==> src/hw/pack_prot_pkg.sv <==
// Shared constants and types for the pack protection controller
package pack_prot_pkg;

    localparam int CLK_FREQ_MHZ = 10;

    // Detection delay steps; a delay code doubles the step per increment
    localparam int OC_DELAY_UNIT_US  = 100;
    localparam int OC_DELAY_UNIT_CYC = OC_DELAY_UNIT_US * CLK_FREQ_MHZ;
    localparam int SC_DELAY_UNIT_US  = 10;
    localparam int SC_DELAY_UNIT_CYC = SC_DELAY_UNIT_US * CLK_FREQ_MHZ;
    localparam int DELAY_W           = 18;

    // Serial register map
    localparam logic [7:0] REG_CTRL   = 8'h00;
    localparam logic [7:0] REG_MUX    = 8'h01;
    localparam logic [7:0] REG_THRESH = 8'h02;
    localparam logic [7:0] REG_DELAY  = 8'h03;
    localparam logic [7:0] REG_STATUS = 8'h04;
    localparam logic [2:0] PTR_RST    = 3'h0;

    // Arbitrary neutral target address
    localparam logic [6:0] I2C_ADDR_DEFAULT = 7'h28;

    // Mux code that routes the thermistor divider
    localparam logic [3:0] MUX_EXT_TEMP = 4'h8;
    localparam logic [3:0] MUX_RST      = 4'h0;

    typedef struct packed {
        logic wake_pol;
        logic bias_force;
        logic load_mon_en;
        logic charge_on;
        logic discharge_on;
    } ctrl_t;

    typedef struct packed {
        logic [1:0] charge_overcurrent_flag;
        logic [1:0] sc;
        logic [1:0] discharge_overcurrent_flag;
    } thresh_t;

    typedef struct packed {
        logic       sc;
        logic [2:0] charge_overcurrent_flag;
        logic [2:0] discharge_overcurrent_flag;
    } delay_t;

    typedef struct packed {
        logic charge_overcurrent_flag;
        logic discharge_overcurrent_flag;
        logic discharge_short_flag;
    } det_t;

    typedef struct packed {
        logic wake_level;
        logic ext_overtemp;
        logic load_fault;
        logic charge_overcurrent_flag;
        logic discharge_overcurrent_flag;
        logic discharge_short_flag;
    } status_t;

    localparam ctrl_t   CTRL_RST   = '0;
    localparam thresh_t THRESH_RST = '0;
    localparam delay_t  DELAY_RST  = '0;
    localparam status_t STATUS_RST = '0;

    typedef enum logic [6:0] {
        ST_IDLE = 7'b0000001,
        ST_ADDR = 7'b0000010,
        ST_REG  = 7'b0000100,
        ST_WR   = 7'b0001000,
        ST_ACK  = 7'b0010000,
        ST_RD   = 7'b0100000,
        ST_RACK = 7'b1000000
    } i2c_state_t;

endpackage

==> src/hw/pack_protect_fet_wake_ctrl.sv <==
// Pack protection controller: FET gates, load release, bias, wake, serial
module pack_protect_fet_wake_ctrl
    import pack_prot_pkg::*;
#(
    parameter logic [6:0] I2C_ADDR      = I2C_ADDR_DEFAULT,
    parameter int         OC_DELAY_UNIT = OC_DELAY_UNIT_CYC,
    parameter int         SC_DELAY_UNIT = SC_DELAY_UNIT_CYC
) (
    input  wire logic                   clk,                  // 10 MHz clock
    input  wire logic                   rst,                  // Async reset
    input  wire logic                   scl_in,               // Serial clock
    input  wire logic                   sda_in,               // Data line
    output logic                        sda_out,              // Data drive
    output logic                        sda_oe,               // Pull data low
    input  wire pack_prot_pkg::det_t    det,                  // Comparators
    input  wire logic                   load_monitor_low,     // Load removed
    input  wire logic                   thermistor_sense_low, // Below 1/13
    input  wire logic                   wake_pin_level,       // Wake comp
    output logic                        discharge_gate_drive, // Dsg FET gate
    output logic                        charge_gate_drive,    // Chg FET gate
    output logic                        load_sense_en,        // Load resistor
    output logic [3:0]                  analog_mux_sel,       // Mux source
    output logic                        thermistor_bias_out,  // Bias switch
    output logic                        wake_event,           // Wake pulse
    output pack_prot_pkg::thresh_t      thresholds,           // To comps
    output pack_prot_pkg::delay_t       delays,               // Delay codes
    output pack_prot_pkg::status_t      status                // Flag levels
);
    import pack_prot_pkg::*;

    // Serial target state
    i2c_state_t state_q;
    i2c_state_t next_q;
    logic       scl_q;
    logic       sda_q;
    logic [7:0] shift_q;
    logic [3:0] bit_cnt_q;
    logic [2:0] ptr_q;
    logic       nack_q;
    logic       wr_en_q;
    logic [7:0] wr_data_q;
    logic [2:0] wr_ptr_q;
    logic [7:0] rd_data;

    // Register state
    ctrl_t      ctrl_q;
    logic [3:0] mux_q;
    thresh_t    thresh_q;
    delay_t     delay_q;
    logic       dsc_q;
    logic       doc_q;
    logic       coc_q;
    logic       load_fault_q;

    // Fault qualification
    logic [DELAY_W-1:0] limit [3];
    logic [2:0]         trips;
    logic [2:0]         raw;
    logic               dsc_trip;
    logic               doc_trip;
    logic               coc_trip;
    logic               wake_level;
    logic               wake_pulse;

    logic scl_rise;
    logic scl_fall;
    logic start_c;
    logic stop_c;

    assign scl_rise = scl_in & ~scl_q;
    assign scl_fall = ~scl_in & scl_q;
    assign start_c  = scl_in & scl_q & sda_q & ~sda_in;
    assign stop_c   = scl_in & scl_q & ~sda_q & sda_in;

    always_ff @(posedge clk or posedge rst) begin
        if (rst) begin
            scl_q <= 1'b1;
            sda_q <= 1'b1;
        end else begin
            scl_q <= scl_in;
            sda_q <= sda_in;
        end
    end

    // Open-drain: only ever pulls low
    always_ff @(posedge clk or posedge rst) begin
        if (rst) begin
            sda_out <= 1'b0;
        end else begin
            sda_out <= 1'b0;
        end
    end

    always_comb begin
        unique case (ptr_q)
            REG_CTRL[2:0]:   rd_data = 8'(ctrl_q);
            REG_MUX[2:0]:    rd_data = 8'(mux_q);
            REG_THRESH[2:0]: rd_data = 8'(thresh_q);
            REG_DELAY[2:0]:  rd_data = 8'(delay_q);
            REG_STATUS[2:0]: rd_data = 8'(status);
            default:         rd_data = 8'h00;
        endcase
    end

    // Byte framing; clock taken as input only
    always_ff @(posedge clk or posedge rst) begin
        if (rst) begin
            state_q   <= ST_IDLE;
            next_q    <= ST_IDLE;
            shift_q   <= 8'h00;
            bit_cnt_q <= 4'h0;
            ptr_q     <= PTR_RST;
            nack_q    <= 1'b0;
            sda_oe    <= 1'b0;
            wr_en_q   <= 1'b0;
            wr_data_q <= 8'h00;
            wr_ptr_q  <= PTR_RST;
        end else begin
            wr_en_q <= 1'b0;
            if (start_c) begin
                state_q   <= ST_ADDR;
                bit_cnt_q <= 4'h0;
                sda_oe    <= 1'b0;
            end else if (stop_c) begin
                state_q <= ST_IDLE;
                sda_oe  <= 1'b0;
            end else begin
                unique case (state_q)
                    ST_IDLE: begin
                        sda_oe <= 1'b0;
                    end
                    ST_ADDR, ST_REG, ST_WR: begin
                        if (scl_rise && bit_cnt_q != 4'h8) begin
                            shift_q   <= {shift_q[6:0], sda_in};
                            bit_cnt_q <= bit_cnt_q + 4'h1;
                        end else if (scl_fall && bit_cnt_q == 4'h8) begin
                            bit_cnt_q <= 4'h0;
                            sda_oe    <= 1'b1;
                            state_q   <= ST_ACK;
                            if (state_q == ST_ADDR) begin
                                if (shift_q[7:1] != I2C_ADDR) begin
                                    sda_oe  <= 1'b0;
                                    state_q <= ST_IDLE;
                                end
                                next_q <= shift_q[0] ? ST_RD : ST_REG;
                            end else if (state_q == ST_REG) begin
                                ptr_q  <= shift_q[2:0];
                                next_q <= ST_WR;
                            end else begin
                                wr_en_q   <= 1'b1;
                                wr_data_q <= shift_q;
                                wr_ptr_q  <= ptr_q;
                                ptr_q     <= ptr_q + 3'h1;
                                next_q    <= ST_WR;
                            end
                        end
                    end
                    ST_ACK: begin
                        if (scl_fall) begin
                            state_q   <= next_q;
                            bit_cnt_q <= 4'h0;
                            sda_oe    <= 1'b0;
                            if (next_q == ST_RD) begin
                                shift_q <= rd_data;
                                sda_oe  <= ~rd_data[7];
                                ptr_q   <= ptr_q + 3'h1;
                            end
                        end
                    end
                    ST_RD: begin
                        if (scl_fall) begin
                            if (bit_cnt_q == 4'h7) begin
                                sda_oe  <= 1'b0;
                                state_q <= ST_RACK;
                            end else begin
                                shift_q   <= {shift_q[6:0], 1'b0};
                                sda_oe    <= ~shift_q[6];
                                bit_cnt_q <= bit_cnt_q + 4'h1;
                            end
                        end
                    end
                    ST_RACK: begin
                        if (scl_rise) begin
                            nack_q <= sda_in;
                        end else if (scl_fall) begin
                            bit_cnt_q <= 4'h0;
                            if (nack_q) begin
                                state_q <= ST_IDLE;
                            end else begin
                                state_q <= ST_RD;
                                shift_q <= rd_data;
                                sda_oe  <= ~rd_data[7];
                                ptr_q   <= ptr_q + 3'h1;
                            end
                        end
                    end
                endcase
            end
        end
    end

    // Configuration registers
    always_ff @(posedge clk or posedge rst) begin
        if (rst) begin
            mux_q    <= MUX_RST;
            thresh_q <= THRESH_RST;
            delay_q  <= DELAY_RST;
        end else if (wr_en_q) begin
            if (wr_ptr_q == REG_MUX[2:0]) begin
                mux_q <= wr_data_q[3:0];
            end
            if (wr_ptr_q == REG_THRESH[2:0]) begin
                thresh_q <= thresh_t'(wr_data_q[5:0]);
            end
            if (wr_ptr_q == REG_DELAY[2:0]) begin
                delay_q <= delay_t'(wr_data_q[6:0]);
            end
        end
    end

    // Control bits; a trip overrides a same-cycle turn-on
    always_ff @(posedge clk or posedge rst) begin
        if (rst) begin
            ctrl_q <= CTRL_RST;
        end else begin
            if (wr_en_q && wr_ptr_q == REG_CTRL[2:0]) begin
                ctrl_q <= ctrl_t'(wr_data_q[4:0]);
            end
            if (dsc_trip || doc_trip) begin
                ctrl_q.discharge_on <= 1'b0;
            end
            if (coc_trip) begin
                ctrl_q.charge_on <= 1'b0;
            end
        end
    end

    // Detection delays per channel: dsc, doc, coc
    always_comb begin
        limit[0] = DELAY_W'(SC_DELAY_UNIT) << delay_q.sc;
        limit[1] = DELAY_W'(OC_DELAY_UNIT) << delay_q.discharge_overcurrent_flag;
        limit[2] = DELAY_W'(OC_DELAY_UNIT) << delay_q.charge_overcurrent_flag;
    end

    assign raw      = {det.charge_overcurrent_flag, det.discharge_overcurrent_flag, det.discharge_short_flag};
    assign dsc_trip = trips[0];
    assign doc_trip = trips[1];
    assign coc_trip = trips[2];

    for (genvar i = 0; i < 3; i++) begin : g_trip
        trip_filter #(
            .W(DELAY_W)
        ) u_trip (
            .clk   (clk),
            .rst   (rst),
            .det   (raw[i]),
            .limit (limit[i]),
            .trip  (trips[i])
        );
    end

    // Sticky fault flags, write one to clear, set wins
    always_ff @(posedge clk or posedge rst) begin
        if (rst) begin
            dsc_q <= 1'b0;
            doc_q <= 1'b0;
            coc_q <= 1'b0;
        end else begin
            if (wr_en_q && wr_ptr_q == REG_STATUS[2:0]) begin
                dsc_q <= dsc_q & ~wr_data_q[0];
                doc_q <= doc_q & ~wr_data_q[1];
                coc_q <= coc_q & ~wr_data_q[2];
            end
            if (dsc_trip) begin
                dsc_q <= 1'b1;
            end
            if (doc_trip) begin
                doc_q <= 1'b1;
            end
            if (coc_trip) begin
                coc_q <= 1'b1;
            end
        end
    end

    // Load fault: set by discharge trip, released when the load goes away while load_mon_en is set
    always_ff @(posedge clk or posedge rst) begin
        if (rst) begin
            load_fault_q <= 1'b0;
        end else if (dsc_trip || doc_trip) begin
            load_fault_q <= 1'b1;
        end else if (ctrl_q.load_mon_en && load_monitor_low) begin
            load_fault_q <= 1'b0;
        end
    end

    wake_detect u_wake (
        .clk        (clk),
        .rst        (rst),
        .pin_level  (wake_pin_level),
        .wake_pol   (ctrl_q.wake_pol),
        .level_bit  (wake_level),
        .wake_pulse (wake_pulse)
    );

    // Pin-facing outputs
    always_ff @(posedge clk or posedge rst) begin
        if (rst) begin
            discharge_gate_drive <= 1'b0;
            charge_gate_drive    <= 1'b0;
            load_sense_en        <= 1'b0;
            analog_mux_sel       <= MUX_RST;
            thermistor_bias_out  <= 1'b0;
            wake_event           <= 1'b0;
            thresholds           <= THRESH_RST;
            delays               <= DELAY_RST;
        end else begin
            discharge_gate_drive <= ctrl_q.discharge_on
                                    & ~dsc_trip & ~doc_trip;
            charge_gate_drive    <= ctrl_q.charge_on & ~coc_trip;
            load_sense_en        <= ctrl_q.load_mon_en;
            analog_mux_sel       <= mux_q;
            thermistor_bias_out  <= (mux_q == MUX_EXT_TEMP)
                                    | ctrl_q.bias_force
                                    | dsc_q | doc_q | coc_q;
            wake_event           <= wake_pulse;
            thresholds           <= thresh_q;
            delays               <= delay_q;
        end
    end

    // Status levels; overtemp valid only while the divider is biased
    always_ff @(posedge clk or posedge rst) begin
        if (rst) begin
            status <= STATUS_RST;
        end else begin
            status.discharge_short_flag          <= dsc_q;
            status.discharge_overcurrent_flag          <= doc_q;
            status.charge_overcurrent_flag          <= coc_q;
            status.load_fault   <= load_fault_q;
            status.ext_overtemp <= thermistor_sense_low
                                   & thermistor_bias_out;
            status.wake_level   <= wake_level;
        end
    end

endmodule

==> src/hw/trip_filter.sv <==
// Qualifies a fault comparator over a programmable detection delay
module trip_filter #(
    parameter int W = 18
) (
    input  wire logic         clk,   // System clock
    input  wire logic         rst,   // Async reset, active high
    input  wire logic         det,   // Raw comparator level
    input  wire logic [W-1:0] limit, // Cycles the level must persist
    output logic              trip   // One-cycle trip pulse
);
    logic [W-1:0] count_q;

    always_ff @(posedge clk or posedge rst) begin
        if (rst) begin
            count_q <= '0;
        end else if (!det) begin
            count_q <= '0;
        end else if (count_q != limit) begin
            count_q <= count_q + 1'b1;
        end
    end

    // Fires once per persistent fault; counter saturates at the limit
    always_ff @(posedge clk or posedge rst) begin
        if (rst) begin
            trip <= 1'b0;
        end else begin
            trip <= det && (count_q == limit - 1'b1);
        end
    end
endmodule

==> src/hw/wake_detect.sv <==
// Wake level bit and polarity-selected wake edge
module wake_detect (
    input  wire logic clk,        // System clock
    input  wire logic rst,        // Async reset, active high
    input  wire logic pin_level,  // Wake comparator, high above threshold
    input  wire logic wake_pol,   // 1 rising wake, 0 falling wake
    output logic      level_bit,  // Level-sensitive wake status
    output logic      wake_pulse  // One-cycle wake event
);
    logic pol_q;

    always_ff @(posedge clk or posedge rst) begin
        if (rst) begin
            level_bit <= 1'b0;
            pol_q     <= 1'b0;
        end else begin
            level_bit <= ~(pin_level ^ wake_pol);
            pol_q     <= wake_pol;
        end
    end

    // A polarity change alone must not look like an edge
    always_ff @(posedge clk or posedge rst) begin
        if (rst) begin
            wake_pulse <= 1'b0;
        end else begin
            wake_pulse <= ~(pin_level ^ wake_pol) & ~level_bit
                          & (pol_q == wake_pol);
        end
    end
endmodule

==> config.mk <==
export PLATFORM = sky130hd
export DESIGN_NAME = pack_protect_fet_wake_ctrl
export DESIGN_NICKNAME = d
export VERILOG_FILES = /design/src/hw/pack_prot_pkg.sv /design/src/hw/pack_protect_fet_wake_ctrl.sv /design/src/hw/trip_filter.sv /design/src/hw/wake_detect.sv
export SDC_FILE = /design/constraint.sdc
export NUM_CORES = 1
export LEC_CHECK = 0
export ABC_CLOCK_PERIOD_IN_PS = 10800
export BUFFER_PORTS_ARGS = -buffer_cell sky130_fd_sc_hd__clkbuf_2
export CAP_MARGIN = 20
export CORE_MARGIN = 8
export CORE_UTILIZATION = 27
export CTS_BUF_LIST = sky130_fd_sc_hd__clkbuf_4
export DETAILED_ROUTE_END_ITERATION = 7
export GPL_TIMING_DRIVEN = 1
export PLACE_DENSITY_LB_ADDON = 0.25
export SKIP_CTS_REPAIR_TIMING = 1
export SLEW_MARGIN = 0
export SYNTH_ARGS = -nofsm -noshare
export SYNTH_HDL_FRONTEND = slang
export SYNTH_SLANG_ARGS = --single-unit
==> constraint.sdc <==
create_clock -name clk -period 10.8 [get_ports clk]
set_input_delay 3.24 -clock clk [delete_from_list [all_inputs] [get_ports clk]]
set_output_delay 3.24 -clock clk [all_outputs]
set_load 0.05 [all_outputs]
After elaboration in Yosys (flattened, before gate mapping)
Index checks and enable logic that the tools add are counted.
{"block": "totals", "reg_bits": 158, "output_inout_bits": 30}
{"block": "op_classes", "shift": 3, "addsub": 8, "muxes": 82, "reduce_logical": 33, "n_bitwise": 40, "n_eq_ne": 55}
{"cell": "two-way mux 18 bit", "n": 6}
{"cell": "two-way mux 8 bit", "n": 8}
{"cell": "two-way mux 7 bit", "n": 9}
{"cell": "adder 18 x 1 -> 18 bit (second input constant)", "n": 3}
{"cell": "== test 18 bit", "n": 3}
{"cell": "!= test 18 bit", "n": 3}
{"cell": "subtractor 18 x 1 -> 18 bit (second input constant)", "n": 3}
{"cell": "!= test 4 bit (second input constant)", "n": 10}
{"cell": "<< shifter 10 x 3 -> 18 bit (first input constant)", "n": 2}
{"cell": "case mux 7 bit (5 select lines)", "n": 1}
{"cell": "two-way mux 4 bit", "n": 8}
{"cell": "case mux 8 bit (4 select lines)", "n": 1}
{"cell": "two-way mux 1 bit", "n": 30}
{"cell": "case mux 7 bit (4 select lines)", "n": 1}
{"cell": "two-way mux 3 bit", "n": 9}
{"cell": "!= test 2 bit (second input constant)", "n": 12}
{"cell": "AND reduction 11 bit", "n": 2}
{"cell": "two-way mux 6 bit", "n": 3}
{"cell": "inverter 1 bit", "n": 18}
{"cell": "<< shifter 7 x 1 -> 18 bit (first input constant)", "n": 1}
{"cell": "AND 1 bit", "n": 16}
{"cell": "case mux 4 bit (4 select lines)", "n": 1}
{"cell": "== test 7 x 6 -> 1 bit (second input constant)", "n": 2}
{"cell": "AND reduction 7 bit", "n": 2}
{"cell": "38 further kinds", "n": 67}

Longest topological paths before layout
Gate-level depths: netlist of the first run.
{"block": "depth", "depth_word": 8, "ltp_mapped": 9}

Hierarchy
A second synthesis of the first run with hierarchy kept.
{"block": "unflattened", "cells_unflattened": 1066, "hier_area_um2": 10079.7}
{"mod": "pack_protect_fet_wake_ctrl", "instances": 1, "cells_each": 403, "area_each_um2": 4579.4}
{"mod": "trip_filter at g_trip[0].u_trip ...", "instances": 2, "cells_each": 217, "area_each_um2": 1767.9}
{"mod": "trip_filter at g_trip[2].u_trip", "instances": 1, "cells_each": 221, "area_each_um2": 1860.5}
{"mod": "wake_detect", "instances": 1, "cells_each": 8, "area_each_um2": 103.8}

Least setup slack after synthesis of the first run
OpenSTA, ideal clock, no wires.
{"block": "synth_timing", "kind": "input-to-reg", "start": "input port scl_in", "end": "register wr_data_q[0]", "required_ns": 10.675, "t_arrival_ns": 4.727, "n_path_buf": 2, "setup_slack_ns": 5.948, "cell_stages": 7, "setup_ns": 0.125, "cell_sequence": "and2b_1 -> nand4_1 -> or2_0 -> buf_6 -> nor3_2 -> buf_2 -> mux2_2"}
{"block": "synth_between", "elab_chain_len": 5, "elab_cells_between_ends": 14, "classes_between": "11 x bitwise; 3 x reduce/logical"}
{"element": "start, declared", "line_no": "pack_protect_fet_wake_ctrl.sv:11", "source": "input wire logic scl_in,"}
{"element": "AND 1 bit", "line_no": "pack_protect_fet_wake_ctrl.sv:72, pack_protect_fet_wake_ctrl.sv:73"}
{"element": "AND 1 bit (on tied branches) (2 in series)", "line_no": "pack_protect_fet_wake_ctrl.sv:73, pack_protect_fet_wake_ctrl.sv:72"}
{"element": "inverter 1 bit (no source line)"}
{"element": "AND reduction 7 bit (no source line) *"}
{"element": "end signal, assigned", "line_no": "pack_protect_fet_wake_ctrl.sv:151", "source": "wr_data_q <= shift_q;"}
{"element": "end, declared", "line_no": "pack_protect_fet_wake_ctrl.sv:41", "source": "logic [7:0] wr_data_q;"}
Every way passes the cells marked *; elsewhere a longest branch is shown, timed or not.
A chain may end at the register's enable or synchronous reset.

Final worst setup path of the first run
Same ends and word-level chain as after synthesis.

==> results_dict.tcl, run 1 <==
set metrics [dict create \
    hold_viol_final 0 \
    power_switching_uw 449.6 \
    fin_tns_setup_ps 0 \
    finClkSkew_ps 15.60 \
    rsz0062_at_grt "false" \
    dp_hpwl_um 13380 \
    die_h_um 191.4 \
    setup_slack_ps 5737 \
    syn_area_um2 8304 \
    hp-class "reg2reg" \
    yosysSeqAreaShare_pct 46.77 \
    cp_max_fo 11 \
    io_buffers 38 \
    synth_edf_count 0 \
    p_per_area_nw_per_um2 145.8 \
    coreArea_um2 30430 \
    clk_latency_ps 550 \
    timing.fmax_mhz 197.5 \
    ir_worst_vdd_mv 0.07416 \
    route.detailed.drc 0 \
    critPathLaunchType "input pin" \
    initial_core_util_pct 27.29 \
    postSynthNetCount 865 \
    grt_antenna_before_repair 1 \
    io_pins 40 \
    ys_seq_elements 155 \
    htree_levels 4 \
    highest_layer "met4" \
    mostFrequentLayoutCell "dfrtp_1" \
    intPower_uw 881.1 \
    finalSetupViolCount 0 \
    drv_cap 0 \
    grt_overflow 0 \
    track_usage_pct 10.95 \
    ys_types 83 \
    leakage_nw 3.835 \
    cp.arrival_ps 5500 \
    dp_slack_ps 5170 \
    vias 6092 \
    max_slew_margin_pct 40.27 \
    drt_wl_total_um 19550 \
    grt_max_degree 111 \
    tightest_slew_ps 891.2 \
    sw_frac_of_total_pct 33.79 \
    die_x_um 191.4 \
    status "completed" \
    wl_met1_um 9881 \
    drive_gt1_share_pct 15.57 \
    slew_violations 0 \
    p_seq_share_pct 50.5 \
    worst_setup_path_end_kind "flop" \
    fp-row-count 64 \
    cts_root_buf "clkbuf_4" \
    cts_tree "yes" \
    yosysWarnings 0 \
    min_period_ps 5063 \
    wl_met3_um 649 \
    postSynthCellCount 842 \
    layout_common_cells "dfrtp_1, nand2_1, o21ai_0" \
    die-area_um2 36620 \
    first_iter_violations 528 \
    whs_ps 372.4 \
    numCtsBuffers 17 \
    crit_required_ps 11230 \
    yosys-top-cells-area "dfrtp_1, mux2_2, xnor2_1, nand2_1, o21ai_0" \
    wl_per_cell_um 15.46 \
    clkSlewWorstSetupHoldPaths_ps 140 \
    clock_sinks 155 \
    combPwrFrac_pct 19.6 \
    ys.flop_type "dfrtp_1" \
    avgSynthCellArea_um2 9.862 \
    antenna_left 0 \
    nets 877 \
    grt_first_pass_wirelength_um 32440 \
    min_period_over_period_pct 46.88 \
    gp_congestion 0.8097 \
    post-synth-top-area-cell "dfrtp_1" \
    wl_met2_um 8760 \
    synth_top_cell_area_share_pct 45.50 \
    fillers 3166 \
    ys_async_sr_fraction_pct 100.0 \
    p_clk_share_pct 29.9 \
    clock_path_buffers 2 \
    via_per_inst 4.820 \
    syn_to_final_growth_pct 9.944 \
    grt_pass1_vias 6012 \
    worstSetupPathType "in2reg" \
    drtPass1Iterations 5 \
]
-- cell families (layout without fill, tap and decap cells) --
| logic type | after synthesis | after routing | synth area share [%] |
|---|---|---|---|
| and+or+nand+nor | 337 | 337 | 22.66 |
| AOI/OAI and AO/OA | 162 | 162 | 12.91 |
| DFF | 155 | 155 | 46.77 |
| buffers and inverters | 76 | 101 | 4.128 |
| xor gates and xnor gates | 57 | 57 | 6.102 |
| muxes | 41 | 41 | 5.424 |
| adders and majority gates | 13 | 13 | 1.959 |
| other | 1 | 2 | 0.04516 |
-- metrics by stage --
step	area [um^2]	power, mW	utilization, %	std cells
finish	9130	1.331	30.00	1264
global route	9130	1.405	30.00	1264
CTS	9087	1.343	29.86	1260
detailed placement	8765	0.9391	28.80	1228
global placement	8765	0.9385	28.80	1228
floorplan	8304	0.8667	-	842
-- power by group through the flow --
stage | Sequential (mW) | Clock, mW | Combinational [mW]
6_report | 0.671 | 0.398 | 0.261
5_1_grt | 0.678 | 0.437 | 0.290
4_1_cts | 0.671 | 0.414 | 0.258
3_5_place_dp | 0.682 | 0 | 0.257
3_3_place_gp | 0.682 | 0 | 0.256
2_1_floorplan | 0.659 | 0 | 0.208
-- path summary, 6_finish.rpt --
kind                                        start  cells past startpoint  slack (ps)      endpoint
max in group asynchronous                     rst                      3        7350     ctrl_q[4]
min in group asynchronous                     rst                      2        2600     delays[0]
worst max-delay path                       scl_in                      6        5740  wr_data_q[0]
worst min register to register  u_wake.wake_pulse                      0         370    wake_event
worst min-delay path            u_wake.wake_pulse                      0         370    wake_event
worst max register to register         state_q[4]                      5        7860  wr_data_q[0]
-- registers in the layout, summed over array words and instances (netlist names), 3 cells and up --
name / count
analog_mux_sel: 4
g_trip.u_trip.trip: 3
ptr_q: 3
shift_q: 8
thresh_q: 6
delay_q: 7
bit_cnt_q: 4
state_q: 7
g_trip.u_trip.count_q: 54
wr_ptr_q: 3
wr_data_q: 7
status: 6
thresholds: 6
mux_q: 4
next_q: 4
ctrl_q: 5
delays: 7
-- per-layer routing --
layer	track usage [%]	vias to the layer above
li1	-	3012
met1	15.31	2969
met2	16.79	95
met3	2.280	16
met4	3.168	0
met5	0	-
-- worst max-delay path, cell delays in order --
cell and delay (ps):
clkbuf_2 140, and2b_1 280, nand4_1 210, or2_0 430, nor3_2 780, mux2_2 410
-- cells in the mapped netlist (19+ instances only) --
| cell | number |
|---|---|
| a21oi_1 | 24 |
| and2_1 | 28 |
| clkbuf_1 | 32 |
| dfrtp_1 | 151 |
| inv_1 | 26 |
| mux2_2 | 30 |
| nand2_1 | 83 |
| nand3_1 | 37 |
| nand4_1 | 19 |
| nor2_1 | 47 |
| o21ai_0 | 57 |
| xnor2_1 | 38 |
-- area by class of cell --
class | instances | area (um^2) | share of cell area, %
inverters | 26 | 102.6 | 1.124
clock buffers | 18 | 135.1 | 1.480
repair buffers | 43 | 245.2 | 2.686
diodes | 1 | 2.502 | 0.02741
clock inverters | 14 | 187.7 | 2.056
multi-input cells | 611 | 4078 | 44.66
well taps | 396 | 495.5 | 5.427
flip-flops and latches | 155 | 3884 | 42.54
Power figures use the tool's default switching activity.
==> inputs of run 2 (changes only) <==
--- a/config.mk
+++ b/config.mk
@@ -5,7 +5,8 @@
 export SDC_FILE = /design/constraint.sdc
 export NUM_CORES = 1
 export LEC_CHECK = 0
-export ABC_CLOCK_PERIOD_IN_PS = 10800
+export ABC_AREA = 1
+export ABC_CLOCK_PERIOD_IN_PS = 5100
 export BUFFER_PORTS_ARGS = -buffer_cell sky130_fd_sc_hd__clkbuf_2
 export CAP_MARGIN = 20
 export CORE_MARGIN = 8
==> constraint.sdc (replaced) <==
create_clock -name clk -period 5.1 [get_ports clk]
set_input_delay 1.53 -clock clk [delete_from_list [all_inputs] [get_ports clk]]
set_output_delay 1.53 -clock clk [all_outputs]
set_load 0.05 [all_outputs]
==> run 2 against run 1 <==
  * Wire length rose by 9.8%
  * Non-clock buffer count fell by 3
  * Combinational power rose to 3.2 times the previous value
  * Global-route usage rose by 0.78 points
  * Synthesized area rose by 2.8%
  * Die area rose by 2.6%
  * Clock skew rose by 8.7 ps
  * Hold slack improved by 7.6 ps
  * Synthesized cell count rose by 32%
  * Register-to-register slack got worse by 4900 ps
  * Largest cell class unchanged
==> results_dict.tcl, run 2 <==
set metrics [dict create \
    setup_slack_ps 2243 \
    multi_input_area_um2 3989 \
    antenna_left 0 \
    mostFrequentLayoutCell "nand2_1" \
    p_per_area_nw_per_um2 316.7 \
    coreArea_um2 31310 \
    dp_hpwl_um 16100 \
    initial_core_util_pct 27.27 \
    synth_edf_count 0 \
    avgSynthCellArea_um2 7.658 \
    seq_area_um2 3884 \
    utilization_pct 30.16 \
    critPathLaunchType "flop" \
    clkSlewWorstSetupHoldPaths_ps 180 \
    ys_async_sr_fraction_pct 100.0 \
    largest-register "g_trip.u_trip.count_q" \
    grt_overflow 0 \
    yosysSeqAreaShare_pct 45.49 \
    fin_tns_setup_ps 0 \
    htree_levels 4 \
    die_x_um 193.8 \
    use_met1_pct 15.44 \
    rsz0062_at_grt "false" \
    combPwrFrac_pct 27.8 \
    dp_slack_ps 2071 \
    cp_slowest_cell "dfrtp_1" \
    leakage_nw 4.550 \
    synth_top_cell_area_share_pct 44.26 \
    grt_first_pass_wirelength_um 36050 \
    busiest_layer "met2" \
    netlist_top_cells_count "nand2_1, dfrtp_1, inv_1" \
    postSynthNetCount 1138 \
    syn_to_final_growth_pct 10.61 \
    largest_reg_flops 54 \
    tightest_slew_ps 911.9 \
    die-area_um2 37570 \
    power_switching_mw 1.214 \
    gp_congestion 0.8324 \
    fp-row-count 65 \
    timing.fmax_mhz 350.0 \
    ys.flop_type "dfrtp_1" \
    cts_tree "yes" \
    p_clk_share_pct 26.6 \
    max_slew_margin_pct 39.08 \
    grtUsageMet3_pct 2.638 \
    nets 1177 \
    reg.largest.list "g_trip.u_trip.count_q (54), shift_q (8)" \
    cp.arrival_ps 1330 \
    numCtsBuffers 17 \
    clock_sinks 155 \
    io_pins 40 \
    worstSetupPathType "reg2out" \
    yosys-top-cells-area "dfrtp_1, nand2_1, inv_1, nand3_1, nor2_1" \
    slew_violations 0 \
    placed_area_um2 9148 \
    min_period_over_period_pct 56.02 \
    power_mw 2.991 \
    post-synth-top-area-cell "dfrtp_1" \
    drv_cap 0 \
    critPathBufInv 1 \
    layout_common_cells "nand2_1, dfrtp_1, inv_1" \
    vias 7188 \
    clock_path_buffers 2 \
    ys_seq_elements 155 \
    postSynthCellCount 1115 \
    crit_required_ps 3570 \
    hp-class "reg2reg" \
    drtPass1Iterations 5 \
    drt_wl_total_um 21460 \
    die_h_um 193.8 \
    sw_frac_of_total_pct 40.60 \
    fin_area_um2 9444 \
    ys_types 54 \
    track_usage_pct 11.72 \
    route.detailed.drc 0 \
    synth.most_common_cell "nand2_1" \
    yosysWarnings 0 \
    fillers 3391 \
    worst_setup_path_end_kind "output port" \
    cp_top_family "flip-flops" \
    path_cells "clkbuf_2" \
    via_per_inst 4.578 \
    io_buffers 38 \
    cp_max_fo 2 \
    ir_worst_vdd_mv 0.2489 \
    cts_root_buf "clkbuf_4" \
    grt_pass1_vias 6986 \
    hold_viol_final 0 \
    wl_per_cell_um 13.67 \
    critical-path-max-stage-delay_ps 430 \
    syn_area_um2 8538 \
    status "completed" \
    finClkSkew_ps 24.26 \
    grt_use_met2_pct 18.95 \
    intPower_mw 1.777 \
    min_period_ps 2857 \
    grt_antenna_before_repair 1 \
    clk_latency_ps 590 \
    p_seq_share_pct 45.6 \
    finalSetupViolCount 0 \
    first_iter_violations 419 \
    drive_gt1_share_pct 12.43 \
    grt_max_degree 72 \
]
[run 2: cells by family after synthesis]
group                    count (synthesis)  share of synthesized area [%]
flip-flops                             155                          45.49
adder cells (fa/ha/maj)                 13                          1.905
XOR/XNOR                                21                          2.154
other                                    1                        0.04392
AND/OR/NAND/NOR                        614                          32.94
AO/OA/AOI/OAI                          145                          9.672
buffers and inverters                  166                          7.796
[run 2: area by class of cell]
type | instances | area share (%)
repair buffers | 40 | 2.305
diodes | 1 | 0.02650
clock buffers | 17 | 1.351
well taps | 402 | 5.326
inverters | 146 | 5.869
clock inverters | 15 | 1.762
flip-flops and latches | 155 | 41.12
multi-input cells | 794 | 42.24
[run 2: per-stage QoR]
| stage | std cells | hold slack (ps) |
|---|---|---|
| after detailed placement | 1537 | 346.6 |
| after global placement | 1537 | 334.2 |
| final | 1570 | 380.0 |
| after global routing | 1570 | 389.9 |
| after CTS | 1569 | 383.5 |
| after floorplan | 1115 | 331.2 |
[run 2: worst paths after layout]
kind	start	depth (start not counted)	slack, ps	endpoint
max	status[4]	1	2240	status[4]
max reg2reg	delay_q[2]	9	3010	g_trip[1].u_trip.count_q[1]
max in group asynchronous	rst	3	2910	g_trip[0].u_trip.count_q[6]
min	u_wake.wake_pulse	0	380	wake_event
min in group asynchronous	rst	2	1080	delays[4]
min reg2reg	u_wake.wake_pulse	0	380	wake_event
[run 2: power by group through the flow]
stage / Sequential, mW / Clock, mW / Combinational [mW]
final: 1.36 / 0.796 / 0.832
after global routing: 1.37 / 0.884 / 0.943
after CTS: 1.36 / 0.826 / 0.836
after detailed placement: 1.39 / 0 / 0.833
after global placement: 1.39 / 0 / 0.837
after floorplan: 1.38 / 0 / 0.651
[run 2: routing by layer]
layer  routed length (um)  up-vias  share of wire, %
li1                     -     3673                 -
met1                10520     3359                49
met2                 9803      138                46
met3                  772       18               3.6
met4                  363        0               1.7
met5                    0        -                 0
